$ cat src/lesc_pkg.sv
/*
 * lesc_pkg: shared constants and carriers for the link error and
 * statistics counter block.
 * assumes: one clock domain; event strobes arrive from same-clock logic.
 */
package lesc_pkg;

  // ****************************************
  // widths and limits
  // ****************************************
  localparam int unsigned LESC_CNT8_W = 8;
  localparam int unsigned LESC_CNT16_W = 16;
  localparam logic [7:0] LESC_CNT8_MAX = 8'hff;
  localparam logic [15:0] LESC_CNT16_MAX = 16'hffff;
  localparam logic [7:0] LESC_CNT8_RST = 8'h00;
  localparam logic [15:0] LESC_CNT16_RST = 16'h0000;

  // ****************************************
  // reason codes carried in a negative acknowledge
  // ****************************************
  localparam logic [7:0] LESC_NAK_BUF_UNAVAIL = 8'h08;
  localparam logic [7:0] LESC_NAK_OVERRUN = 8'h09;
  localparam logic [7:0] LESC_NAK_BUF_SHORT = 8'h10;
  localparam logic [7:0] LESC_NAK_HDR_FORMAT = 8'h11;
  localparam logic [7:0] LESC_NAK_NONE = 8'h00;

  // ****************************************
  // counter map inside the firmware read window
  // ****************************************
  localparam logic [3:0] LESC_IDX_LREP = 4'h0;
  localparam logic [3:0] LESC_IDX_RREP = 4'h1;
  localparam logic [3:0] LESC_IDX_LBUF = 4'h2;
  localparam logic [3:0] LESC_IDX_RBUF = 4'h3;
  localparam logic [3:0] LESC_IDX_SELTO = 4'h4;
  localparam logic [3:0] LESC_IDX_TXMSG = 4'h5;
  localparam logic [3:0] LESC_IDX_RXMSG = 4'h6;
  localparam logic [3:0] LESC_IDX_SELINT = 4'h7;
  localparam logic [3:0] LESC_IDX_DLFLAG = 4'h8;
  localparam logic [3:0] LESC_IDX_RSTN = 4'h9;
  localparam logic [3:0] LESC_IDX_LSTN = 4'ha;
  localparam logic [3:0] LESC_IDX_GHBC = 4'hb;
  localparam logic [3:0] LESC_IDX_MDBC = 4'hc;
  localparam logic [3:0] LESC_IDX_STFLAG = 4'hd;

  // ****************************************
  // station operating modes
  // ****************************************
  typedef enum logic [1:0] {
    LESC_MODE_FDX_P2P,
    LESC_MODE_HDX_P2P,
    LESC_MODE_MP_CTRL,
    LESC_MODE_MP_TRIB
  } lesc_mode_e;

  // ****************************************
  // event carriers
  // ****************************************
  // per-tributary events, each a one-cycle strobe
  typedef struct packed {
    logic rep_sent;
    logic ack_for_rep;
    logic rx_no_buffer;
    logic rx_buffer_short;
    logic nak_rx_valid;
    logic [7:0] nak_rx_reason;
    logic data_tx_new;
    logic data_rx_good;
    logic tx_select_msg;
    logic sel_timer_expired;
    logic valid_ctrl_rx;
    logic valid_hdr_rx;
    logic carrier_seen;
    logic sync_seen;
    logic lead_char_seen;
  } lesc_link_ev_s;

  // link-wide events, each a one-cycle strobe
  typedef struct packed {
    logic hdr_format_err;
    logic addr_mismatch;
    logic babble;
    logic no_release;
    logic rx_overrun;
    logic tx_underrun;
    logic hdr_bcc_global;
    logic maint_data_bcc;
  } lesc_stn_ev_s;

  // cause flags of the data link counters
  typedef struct packed {
    logic local_buffer_unavailable_flag;
    logic local_buffer_short_flag;
    logic remote_buffer_unavailable_flag;
    logic remote_buffer_short_flag;
    logic no_select_reply_flag;
    logic partial_select_reply_flag;
  } lesc_dl_flags_s;

  // cause flags of the station counters
  typedef struct packed {
    logic remote_overrun_flag;
    logic remote_header_format_flag;
    logic remote_selection_address_flag;
    logic remote_streaming_flag;
    logic overrun_with_nak_flag;
    logic overrun_without_nak_flag;
    logic local_underrun_flag;
    logic local_header_format_flag;
  } lesc_st_flags_s;

endpackage : lesc_pkg

$ cat src/lesc_counters.sv
/*
 * lesc_counters: saturating per-tributary data link counters and
 * link-wide station counters, with sticky cause flags, readable by
 * firmware over a plain register port.
 * assumes: events are one-cycle strobes from the frame logic on the
 * same clock; tributary index is stable beside its events.
 */
// Strobed register access and the register offsets are this design's own decisions.
//
// Overview of operation
// - count each reply request sent, 8-bit
// - count acks answering received reply requests
// - no buffer: flag, count, nak code eight
// - buffer short: flag, count, nak code 16
// - nak eight received: flag, remote buffer count
// - nak 16 received: flag, remote buffer count
// - selection timeouts only half duplex or control
// - quiet select expiry: no reply flag, count
// - busy select expiry: partial reply flag, count
// - carrier, sync, lead char mean attempt
// - count new data sent, 16-bit saturating
// - count good in-order data received, saturating
// - count select messages sent, restricted modes
// - station counters 8-bit, one shared set
// - station counters clear on reset or command
// - nak nine received: remote overrun, count
// - header format error: flag, count, nak 17
// - control station address mismatch: flag, count
// - babbling or streaming sets streaming flag
// - overrun: nak nine flag, else no-nak flag
// - underrun or nak 17 received: local count
// - global header and maintenance data checks
// - data link error counters stop at 255
// - tributary counters clear on three events
`timescale 1ns/1ps

module lesc_counters
  import lesc_pkg::*;
#(
  parameter int unsigned NUM_TRIB = 4,
  parameter int unsigned TRIB_W = 2
) (
  // clock and reset
  input wire logic CLOCK_I,
  input wire logic RST_I,
  // configuration
  input wire lesc_mode_e MODE_I,
  input wire logic RUN_STATE_I,
  input wire logic HDR_RX_ACTIVE_I,
  // tributary and station events
  input wire logic [TRIB_W-1:0] TRIB_SEL_I,
  input wire lesc_link_ev_s LINK_EV_I,
  input wire lesc_stn_ev_s STN_EV_I,
  // clear commands
  input wire logic TRIB_ESTABLISH_I,
  input wire logic TRIB_READ_CLEAR_I,
  input wire logic [TRIB_W-1:0] CLR_TRIB_I,
  input wire logic GLOBAL_READ_CLEAR_I,
  // nak request to the transmitter
  output logic NAK_TX_REQ_O,
  output logic [7:0] NAK_TX_REASON_O,
  // firmware read port
  input wire logic [TRIB_W+3:0] ADDR_I,
  input wire logic [15:0] WDATA_I,
  input wire logic WR_I,
  input wire logic RD_I,
  output logic [15:0] RDATA_O
);

  // ****************************************
  // storage
  // ****************************************
  typedef struct packed {
    logic [7:0] lrep;
    logic [7:0] rrep;
    logic [7:0] lbuf;
    logic [7:0] rbuf;
    logic [7:0] selto;
    logic [15:0] txmsg;
    logic [15:0] rxmsg;
    logic [15:0] selint;
    lesc_dl_flags_s fl;
  } lesc_dl_s;

  lesc_dl_s dl_q [NUM_TRIB];
  lesc_dl_s dl_d [NUM_TRIB];
  logic [7:0] rstn_q, rstn_d, lstn_q, lstn_d, ghbc_q, ghbc_d, mdbc_q, mdbc_d;
  lesc_st_flags_s stf_q, stf_d;
  logic attempt_q, attempt_d;
  logic nak_q, nak_d;
  logic [7:0] reason_q, reason_d;
  logic [15:0] rdata_q, rdata_d;

  // saturating increments
  function automatic logic [7:0] inc8(input logic [7:0] v, input logic en);
    inc8 = (en && v != LESC_CNT8_MAX) ? v + 8'h01 : v;
  endfunction : inc8

  function automatic logic [15:0] inc16(input logic [15:0] v, input logic en);
    inc16 = (en && v != LESC_CNT16_MAX) ? v + 16'h0001 : v;
  endfunction : inc16

  // ****************************************
  // event decode
  // ****************************************
  logic sel_mode, nak8, nak9, nak16, nak17, attempt_now, sel_busy;
  logic ovr_nak;
  assign sel_mode = (MODE_I == LESC_MODE_HDX_P2P) || (MODE_I == LESC_MODE_MP_CTRL);
  assign nak8 = LINK_EV_I.nak_rx_valid && LINK_EV_I.nak_rx_reason == LESC_NAK_BUF_UNAVAIL;
  assign nak9 = LINK_EV_I.nak_rx_valid && LINK_EV_I.nak_rx_reason == LESC_NAK_OVERRUN;
  assign nak16 = LINK_EV_I.nak_rx_valid && LINK_EV_I.nak_rx_reason == LESC_NAK_BUF_SHORT;
  assign nak17 = LINK_EV_I.nak_rx_valid && LINK_EV_I.nak_rx_reason == LESC_NAK_HDR_FORMAT;
  // any of these marks the interval as answered in part
  assign attempt_now = LINK_EV_I.carrier_seen || LINK_EV_I.sync_seen
                       || LINK_EV_I.lead_char_seen || LINK_EV_I.valid_ctrl_rx
                       || LINK_EV_I.valid_hdr_rx;
  assign sel_busy = attempt_q || attempt_now;
  // no nak on a tributary header overrun, or outside run state in the other modes
  assign ovr_nak = (MODE_I == LESC_MODE_MP_TRIB) ? !HDR_RX_ACTIVE_I : RUN_STATE_I;

  // ****************************************
  // select interval tracker
  // ****************************************
  always_comb begin
    attempt_d = attempt_q;
    if (LINK_EV_I.sel_timer_expired || LINK_EV_I.tx_select_msg) begin
      attempt_d = 1'b0;
    end else if (attempt_now) begin
      attempt_d = 1'b1;
    end
  end

  always_ff @(posedge CLOCK_I) begin
    if (RST_I) begin
      attempt_q <= 1'b0;
    end else begin
      attempt_q <= attempt_d;
    end
  end

  // ****************************************
  // per-tributary data link counters
  // ****************************************
  // clear is applied first so a same-cycle event still counts
  for (genvar t = 0; t < NUM_TRIB; t++) begin : g_trib
    logic hit, clr;
    assign hit = TRIB_SEL_I == TRIB_W'(t);
    assign clr = (TRIB_ESTABLISH_I || TRIB_READ_CLEAR_I) && CLR_TRIB_I == TRIB_W'(t);

    always_comb begin
      dl_d[t] = dl_q[t];
      if (clr) begin
        dl_d[t] = '0;
      end
      if (hit) begin
        dl_d[t].lrep = inc8(dl_d[t].lrep, LINK_EV_I.rep_sent);
        dl_d[t].rrep = inc8(dl_d[t].rrep, LINK_EV_I.ack_for_rep);
        dl_d[t].lbuf = inc8(dl_d[t].lbuf,
                            LINK_EV_I.rx_no_buffer || LINK_EV_I.rx_buffer_short);
        dl_d[t].rbuf = inc8(dl_d[t].rbuf, nak8 || nak16);
        dl_d[t].txmsg = inc16(dl_d[t].txmsg, LINK_EV_I.data_tx_new);
        dl_d[t].rxmsg = inc16(dl_d[t].rxmsg, LINK_EV_I.data_rx_good);
        if (LINK_EV_I.rx_no_buffer) dl_d[t].fl.local_buffer_unavailable_flag = 1'b1;
        if (LINK_EV_I.rx_buffer_short) dl_d[t].fl.local_buffer_short_flag = 1'b1;
        if (nak8) dl_d[t].fl.remote_buffer_unavailable_flag = 1'b1;
        if (nak16) dl_d[t].fl.remote_buffer_short_flag = 1'b1;
        if (sel_mode) begin
          dl_d[t].selint = inc16(dl_d[t].selint, LINK_EV_I.tx_select_msg);
          dl_d[t].selto = inc8(dl_d[t].selto, LINK_EV_I.sel_timer_expired);
          if (LINK_EV_I.sel_timer_expired && !sel_busy) begin
            dl_d[t].fl.no_select_reply_flag = 1'b1;
          end
          if (LINK_EV_I.sel_timer_expired && sel_busy) begin
            dl_d[t].fl.partial_select_reply_flag = 1'b1;
          end
        end
      end
    end

    always_ff @(posedge CLOCK_I) begin
      if (RST_I) begin
        dl_q[t] <= '0;
      end else begin
        dl_q[t] <= dl_d[t];
      end
    end
  end

  // ****************************************
  // station counters, one set for the link
  // ****************************************
  always_comb begin
    rstn_d = rstn_q;
    lstn_d = lstn_q;
    ghbc_d = ghbc_q;
    mdbc_d = mdbc_q;
    stf_d = stf_q;
    if (GLOBAL_READ_CLEAR_I) begin
      rstn_d = LESC_CNT8_RST;
      lstn_d = LESC_CNT8_RST;
      ghbc_d = LESC_CNT8_RST;
      mdbc_d = LESC_CNT8_RST;
      stf_d = '0;
    end
    if (nak9) stf_d.remote_overrun_flag = 1'b1;
    if (STN_EV_I.hdr_format_err) stf_d.remote_header_format_flag = 1'b1;
    if (STN_EV_I.addr_mismatch && MODE_I == LESC_MODE_MP_CTRL) begin
      stf_d.remote_selection_address_flag = 1'b1;
    end
    if (STN_EV_I.babble || STN_EV_I.no_release) stf_d.remote_streaming_flag = 1'b1;
    if (STN_EV_I.rx_overrun && ovr_nak) stf_d.overrun_with_nak_flag = 1'b1;
    if (STN_EV_I.rx_overrun && !ovr_nak) stf_d.overrun_without_nak_flag = 1'b1;
    if (STN_EV_I.tx_underrun) stf_d.local_underrun_flag = 1'b1;
    if (nak17) stf_d.local_header_format_flag = 1'b1;
    rstn_d = inc8(rstn_d, nak9 || STN_EV_I.hdr_format_err || STN_EV_I.babble
                  || STN_EV_I.no_release
                  || (STN_EV_I.addr_mismatch && MODE_I == LESC_MODE_MP_CTRL));
    lstn_d = inc8(lstn_d, STN_EV_I.rx_overrun || STN_EV_I.tx_underrun || nak17);
    ghbc_d = inc8(ghbc_d, STN_EV_I.hdr_bcc_global);
    mdbc_d = inc8(mdbc_d, STN_EV_I.maint_data_bcc);
  end

  always_ff @(posedge CLOCK_I) begin
    if (RST_I) begin
      rstn_q <= LESC_CNT8_RST;
      lstn_q <= LESC_CNT8_RST;
      ghbc_q <= LESC_CNT8_RST;
      mdbc_q <= LESC_CNT8_RST;
      stf_q <= '0;
    end else begin
      rstn_q <= rstn_d;
      lstn_q <= lstn_d;
      ghbc_q <= ghbc_d;
      mdbc_q <= mdbc_d;
      stf_q <= stf_d;
    end
  end

  // ****************************************
  // nak request, priority header error over overrun over buffer
  // ****************************************
  always_comb begin
    nak_d = 1'b1;
    reason_d = reason_q;
    if (STN_EV_I.hdr_format_err) begin
      reason_d = LESC_NAK_HDR_FORMAT;
    end else if (STN_EV_I.rx_overrun && ovr_nak) begin
      reason_d = LESC_NAK_OVERRUN;
    end else if (LINK_EV_I.rx_buffer_short) begin
      reason_d = LESC_NAK_BUF_SHORT;
    end else if (LINK_EV_I.rx_no_buffer) begin
      reason_d = LESC_NAK_BUF_UNAVAIL;
    end else begin
      nak_d = 1'b0;
    end
  end

  always_ff @(posedge CLOCK_I) begin
    if (RST_I) begin
      nak_q <= 1'b0;
      reason_q <= LESC_NAK_NONE;
    end else begin
      nak_q <= nak_d;
      reason_q <= reason_d;
    end
  end

  assign NAK_TX_REQ_O = nak_q;
  assign NAK_TX_REASON_O = reason_q;

  // ****************************************
  // firmware read port; counters are read-only, writes ignored
  // ****************************************
  logic [TRIB_W-1:0] rd_trib;
  logic [3:0] rd_idx;
  assign rd_trib = ADDR_I[TRIB_W+3:4];
  assign rd_idx = ADDR_I[3:0];

  always_comb begin
    rdata_d = 16'h0000;
    if (RD_I) begin
      unique case (rd_idx)
        LESC_IDX_LREP: rdata_d = {8'h00, dl_q[rd_trib].lrep};
        LESC_IDX_RREP: rdata_d = {8'h00, dl_q[rd_trib].rrep};
        LESC_IDX_LBUF: rdata_d = {8'h00, dl_q[rd_trib].lbuf};
        LESC_IDX_RBUF: rdata_d = {8'h00, dl_q[rd_trib].rbuf};
        LESC_IDX_SELTO: rdata_d = {8'h00, dl_q[rd_trib].selto};
        LESC_IDX_TXMSG: rdata_d = dl_q[rd_trib].txmsg;
        LESC_IDX_RXMSG: rdata_d = dl_q[rd_trib].rxmsg;
        LESC_IDX_SELINT: rdata_d = dl_q[rd_trib].selint;
        LESC_IDX_DLFLAG: rdata_d = {10'h000, dl_q[rd_trib].fl};
        LESC_IDX_RSTN: rdata_d = {8'h00, rstn_q};
        LESC_IDX_LSTN: rdata_d = {8'h00, lstn_q};
        LESC_IDX_GHBC: rdata_d = {8'h00, ghbc_q};
        LESC_IDX_MDBC: rdata_d = {8'h00, mdbc_q};
        LESC_IDX_STFLAG: rdata_d = {8'h00, stf_q};
        default: rdata_d = 16'h0000; // unmapped reads as zero
      endcase
    end
  end

  always_ff @(posedge CLOCK_I) begin
    if (RST_I) begin
      rdata_q <= 16'h0000;
    end else begin
      rdata_q <= rdata_d;
    end
  end

  assign RDATA_O = rdata_q;

  // ****************************************
  // checks
  // ****************************************
  property p_rep_count;
    @(posedge CLOCK_I) disable iff (RST_I)
    (LINK_EV_I.rep_sent && TRIB_SEL_I == TRIB_W'(1) && !TRIB_ESTABLISH_I && !TRIB_READ_CLEAR_I
     && dl_q[1].lrep != LESC_CNT8_MAX) |=> dl_q[1].lrep == $past(dl_q[1].lrep) + 8'h01;
  endproperty
  a_rep_count: assert property (p_rep_count) else $error("reply count missed");

  property p_sat8;
    @(posedge CLOCK_I) disable iff (RST_I)
    (dl_q[3].lrep == LESC_CNT8_MAX && !TRIB_ESTABLISH_I && !TRIB_READ_CLEAR_I)
      |=> dl_q[3].lrep == LESC_CNT8_MAX;
  endproperty
  a_sat8: assert property (p_sat8) else $error("error counter wrapped");

  property p_nak8_out;
    @(posedge CLOCK_I) disable iff (RST_I)
    (LINK_EV_I.rx_no_buffer && !LINK_EV_I.rx_buffer_short && !STN_EV_I.hdr_format_err
     && !STN_EV_I.rx_overrun) |=> NAK_TX_REQ_O && NAK_TX_REASON_O == LESC_NAK_BUF_UNAVAIL;
  endproperty
  a_nak8_out: assert property (p_nak8_out) else $error("no nak eight sent");

  property p_nak17_out;
    @(posedge CLOCK_I) disable iff (RST_I)
    STN_EV_I.hdr_format_err |=> NAK_TX_REQ_O && NAK_TX_REASON_O == LESC_NAK_HDR_FORMAT
                                && stf_q.remote_header_format_flag;
  endproperty
  a_nak17_out: assert property (p_nak17_out) else $error("header error not handled");

  property p_selto_mode;
    @(posedge CLOCK_I) disable iff (RST_I)
    (!sel_mode && !TRIB_ESTABLISH_I && !TRIB_READ_CLEAR_I) |=> $stable(dl_q[1].selto);
  endproperty
  a_selto_mode: assert property (p_selto_mode) else $error("selection count in wrong mode");

  property p_gclear;
    @(posedge CLOCK_I) disable iff (RST_I)
    (GLOBAL_READ_CLEAR_I && !STN_EV_I.hdr_bcc_global) |=> ghbc_q == LESC_CNT8_RST;
  endproperty
  a_gclear: assert property (p_gclear) else $error("station counter not cleared");

  property p_sticky;
    @(posedge CLOCK_I) disable iff (RST_I)
    (stf_q.local_underrun_flag && !GLOBAL_READ_CLEAR_I) |=> stf_q.local_underrun_flag;
  endproperty
  a_sticky: assert property (p_sticky) else $error("flag dropped early");

  property p_ovr_split;
    @(posedge CLOCK_I) disable iff (RST_I)
    (STN_EV_I.rx_overrun && !ovr_nak)
      |=> stf_q.overrun_without_nak_flag && lstn_q != LESC_CNT8_RST;
  endproperty
  a_ovr_split: assert property (p_ovr_split) else $error("overrun without nak missed");

  property p_read_lat;
    @(posedge CLOCK_I) disable iff (RST_I)
    (RD_I && ADDR_I[3:0] == LESC_IDX_LSTN) |=> RDATA_O == {8'h00, $past(lstn_q)};
  endproperty
  a_read_lat: assert property (p_read_lat) else $error("read data wrong");

endmodule : lesc_counters

$ cat config.mk
export PLATFORM = sky130hd
export DESIGN_NAME = lesc_counters
export DESIGN_NICKNAME = d
export VERILOG_FILES = /design/src/lesc_pkg.sv /design/src/lesc_counters.sv
export SDC_FILE = /design/constraint.sdc
export NUM_CORES = 1
export LEC_CHECK = 0
export BUFFER_PORTS_ARGS = -buffer_cell sky130_fd_sc_hd__clkbuf_2
export CAP_MARGIN = 10
export CORE_UTILIZATION = 40
export DETAILED_ROUTE_END_ITERATION = 8
export SYNTH_ARGS = -nofsm -noshare
export SYNTH_HDL_FRONTEND = slang
export SYNTH_SLANG_ARGS = --single-unit
export TNS_END_PERCENT = 100
$ cat constraint.sdc
create_clock -name CLOCK_I -period 2.8 [get_ports CLOCK_I]
set_input_delay 0 -clock CLOCK_I [delete_from_list [all_inputs] [get_ports CLOCK_I]]
set_output_delay 0 -clock CLOCK_I [all_outputs]
set_load 0.005 [all_outputs]
==> metrics.md <==
| Metric | Value |
|---|---|
| Status | `completed` |
| Buf/Inv on CP | `3` |
| Leak pwr | `10.0 nW` |
| HPWL Detailed | `roughly 65000 um` |
| Slowest library cell on the worst path | `dlygate4sd3_1` |
| Crit path DAT | `2.86 ns` |
| Slew headroom | `29.9%` |
| MaxCap Viol Count | `0` |
| Clock transition at path regs | `0.06 ns` |
| Layout net count | `3107` |
| Worst-path maximum fanout | `8` |
| Crit path time final | `2.37 ns` |
| Final hold violations | `0` |
| Placed cells | `around 3700` |
| Via count | `23970` |
| Synth Warn # | `0` |
| Port buffer count | `69` |
| Routed WL per cell | `22.7 um` |
| Biggest area consumer among synthesized cells | `dfxtp_1` |
| Register area share after synthesis | `34.8%` |
| #FFs+latches synth | `437` |
| First-pass GRT wire length | `134000 um` |
| Htree depth | `2` |
| Num rows | `91` |
| Met3 Use GR | `4.56%` |
| Largest net degree at the start of global routing | `112` |
| Async SR Flop Fraction | `0%` |
| TritonRoute pass-1 iters | `6` |
| Area Overhead vs Synth | `15.1%` |
| Core Box Area | `just over 60000 um^2` |
| RSZ-0062 raised after global routing | `false` |
| Crit end category | `flop` |
| Remaining antenna violation count | `0` |
| Synth unique cells | `85` |
| Peak supply drop | `0.396 mV` |
| Critical Path RT | `~3.3 ns` |
| PostCTS Resize Cnt | `0` |
| Cells after Synth | `2889` |
| Post-synth top area share | `34.8%` |
| Period Utilization, post-route | `a little over four fifths` |
| Grt met1 use | `37.3%` |
| Ys flop type | `dfxtp_1` |
| Crit Path Class | `input port to flop` |
| Cells along the critical path | `dlygate4sd3_1 -> clkbuf_2 -> nor4_4 -> dlygate4sd3_1 -> nand4_1 -> a2111oi_0 -> xnor2_1 -> nor2_1` |
| Initial cell density of the core | `just over 40%` |
| Delay of the slowest cell on the worst path | `0.66 ns` |
| Post-synth EDFFs | `0` |
| Worst Slack Setup Final | `approximately 0.43 ns` |
| Worst-margin pin slew | `~1.0 ns` |
| Top Family by Delay on Critical Path | `buffers and inverters` |
| CTS max path bufs | `3` |
| Die height | `253 um` |
| Pre-CTS setup slack | `0.0846 ns` |
| GP Congestion | `0.963` |
| Post-CTS setup repair buffer count | `0` |
| Clock sinks | `approximately 440` |
| Finished Layout Cells | `3877` |
| Remaining design rule violation count | `0` |
| Initial antenna violation count | `4` |
| DRT Wirelength | `~88000 um` |
| Mean Syn Cell Area | `8.71 um^2` |
| Synth Cell Area | `25200 um^2` |
| Root buffer cell | `clkbuf_16` |
| Finish-stage setup viols | `0` |
| Die area | `63900 um^2` |
| Final Util | `46.8%` |
| PD cells | `496 nW/um^2` |
| Die X | `253 um` |
| GR peak layer | `met2` |
| Hold_buf cts | `43` |
| Vias in the first global route | `approximately 22000` |
| Top cells by area, synth | `dfxtp_1 35%, mux4_2 8.2%, nor2_1 5.2%, xnor2_1 4.9%, nand2_1 4.1%` |
| CP Launch Type | `input port` |
| Peak Freq | `~420 MHz` |
| Ports | `a little over 90` |
| Hold WC Path Type | `input port to flop` |
| Fin. max-slew vios | `0` |
| Total grt overflow | `0` |
| Skew final | `0.0212 ns` |
| CTS buffer count | `51` |
| Via density | `between 6 and 7` |
| DR iter-0 viols | `2353` |
| Fraction of layout cells with a size suffix above 1 | `around an eighth` |
| Total track usage | `27.2%` |
| Met2 Resource Use GR | `42.5%` |
| Crit-path most repeated cell | `dlygate4sd3_1` |
| TritonCTS clock tree | `built` |
| Clk Latency, worst-skew pair | `0.61 ns` |
-- cells in the final DEF (no fill, tap or decap), drive strengths merged, types with 45 or more instances in the layout --
| master | n |
|---|---|
| a21oi | 133 |
| a22oi | 48 |
| and2 | 82 |
| buf | 108 |
| clkbuf | 147 |
| dfxtp | 437 |
| inv | 53 |
| mux2i | 55 |
| mux4 | 92 |
| nand2 | 275 |
| nand3 | 115 |
| nand4 | 102 |
| nor2 | 348 |
| nor3 | 45 |
| o211ai | 51 |
| o21ai | 77 |
| xnor2 | 140 |
| xor2 | 79 |
-- synth_stat cells, types with 43 or more instances --
| library cell | number |
|---|---|
| a21oi_1 | 133 |
| a22oi_1 | 48 |
| and2_1 | 82 |
| clkbuf_1 | 100 |
| dfxtp_1 | 437 |
| inv_1 | 51 |
| mux2i_1 | 55 |
| mux4_2 | 92 |
| nand2_1 | 275 |
| nand3_1 | 115 |
| nand4_1 | 102 |
| nor2_1 | 348 |
| nor3_1 | 45 |
| o211ai_1 | 51 |
| o21ai_0 | 64 |
| or3_1 | 43 |
| xnor2_1 | 140 |
| xor2_1 | 79 |
-- worst paths after layout --
| kind | from | slack, ns | end | depth (start not counted) |
|---|---|---|---|---|
| worst max-delay path | LINK_EV_I[14] | 0.43 | rstn_q[7]$_SDFF_PP0_ | 8 |
| worst min-delay path | LINK_EV_I[2] | 0.02 | dl_q[1][0]$_SDFF_PP0_ | 6 |
| worst max register to register | dl_q[3][25]$_SDFF_PP0_ | 0.49 | RDATA_O[3]$_SDFF_PP0_ | 6 |
| worst min register to register | stf_q[3]$_SDFFE_PP0P_ | 0.46 | stf_q[3]$_SDFFE_PP0P_ | 2 |
-- registers in the layout, summed over array words and instances, names as in the netlist --
register,count
NAK_TX_REASON_O,3
stf_q,8
lstn_q,8
NAK_TX_REQ_O,1
ghbc_q,8
RDATA_O,16
attempt_q,1
mdbc_q,8
rstn_q,8
dl_q,376
-- cells by family (layout without fill, tap and decap cells) --
group | after synthesis | in the layout | synth area share, %
AO/OA/AOI/OAI | 566 | 566 | 15.9
buffers and inverters | 215 | 361 | 3.50
flip-flops | 437 | 437 | 34.8
AND/OR/NAND/NOR | 1255 | 1255 | 25.4
multiplexers | 158 | 158 | 10.9
other | 1 | 6 | 0.0149
XOR/XNOR | 219 | 219 | 7.62
adder cells (fa/ha/maj) | 38 | 38 | 1.89
-- worst reg2reg max path, stage by stage, from the launching register on --
cell	delay, ns
dfxtp_1	0.38
mux4_2	0.53
mux2i_1	0.29
nor2_1	0.09
nor3_1	0.23
a31oi_1	0.11
dlygate4sd3_1	0.56
-- final cells by class --
type	instances	area (um^2)
sequential	437	8750
clock inverter	10	165
clock buffer	80	1540
fill	5938	33000
antenna	1	2.50
tap	837	1050
multi-input combinational	2241	15600
inverter	53	199
timing repair buffer	218	1670
-- per-stage QoR --
stage | power [mW] | setup TNS [ns] | hold WS [ns] | cell area [um^2]
after floorplan | 7.07 | -0.0185 | 0.0781 | 25200
after global placement | 7.53 | 0 | 0.220 | 26800
after detailed placement | 7.54 | 0 | 0.235 | 26800
after CTS | 14.4 | 0 | 0.00639 | 29000
after global routing | 14.8 | 0 | 0.0380 | 29000
final | 14.4 | 0 | 0.0190 | 29000
-- layer usage --
layer,part of all wire (%),wire length [um]
met5,0.027,24
met4,3.9,3420
met3,9.0,7970
met2,45,39500
met1,42,37300
-- power by group --
group | switching [mW] | internal (mW)
combinational | 0.794 | 0.373
sequential | 0.0423 | 6.27
clock | 2.77 | 4.11
(Power assumes the default switching activity.)
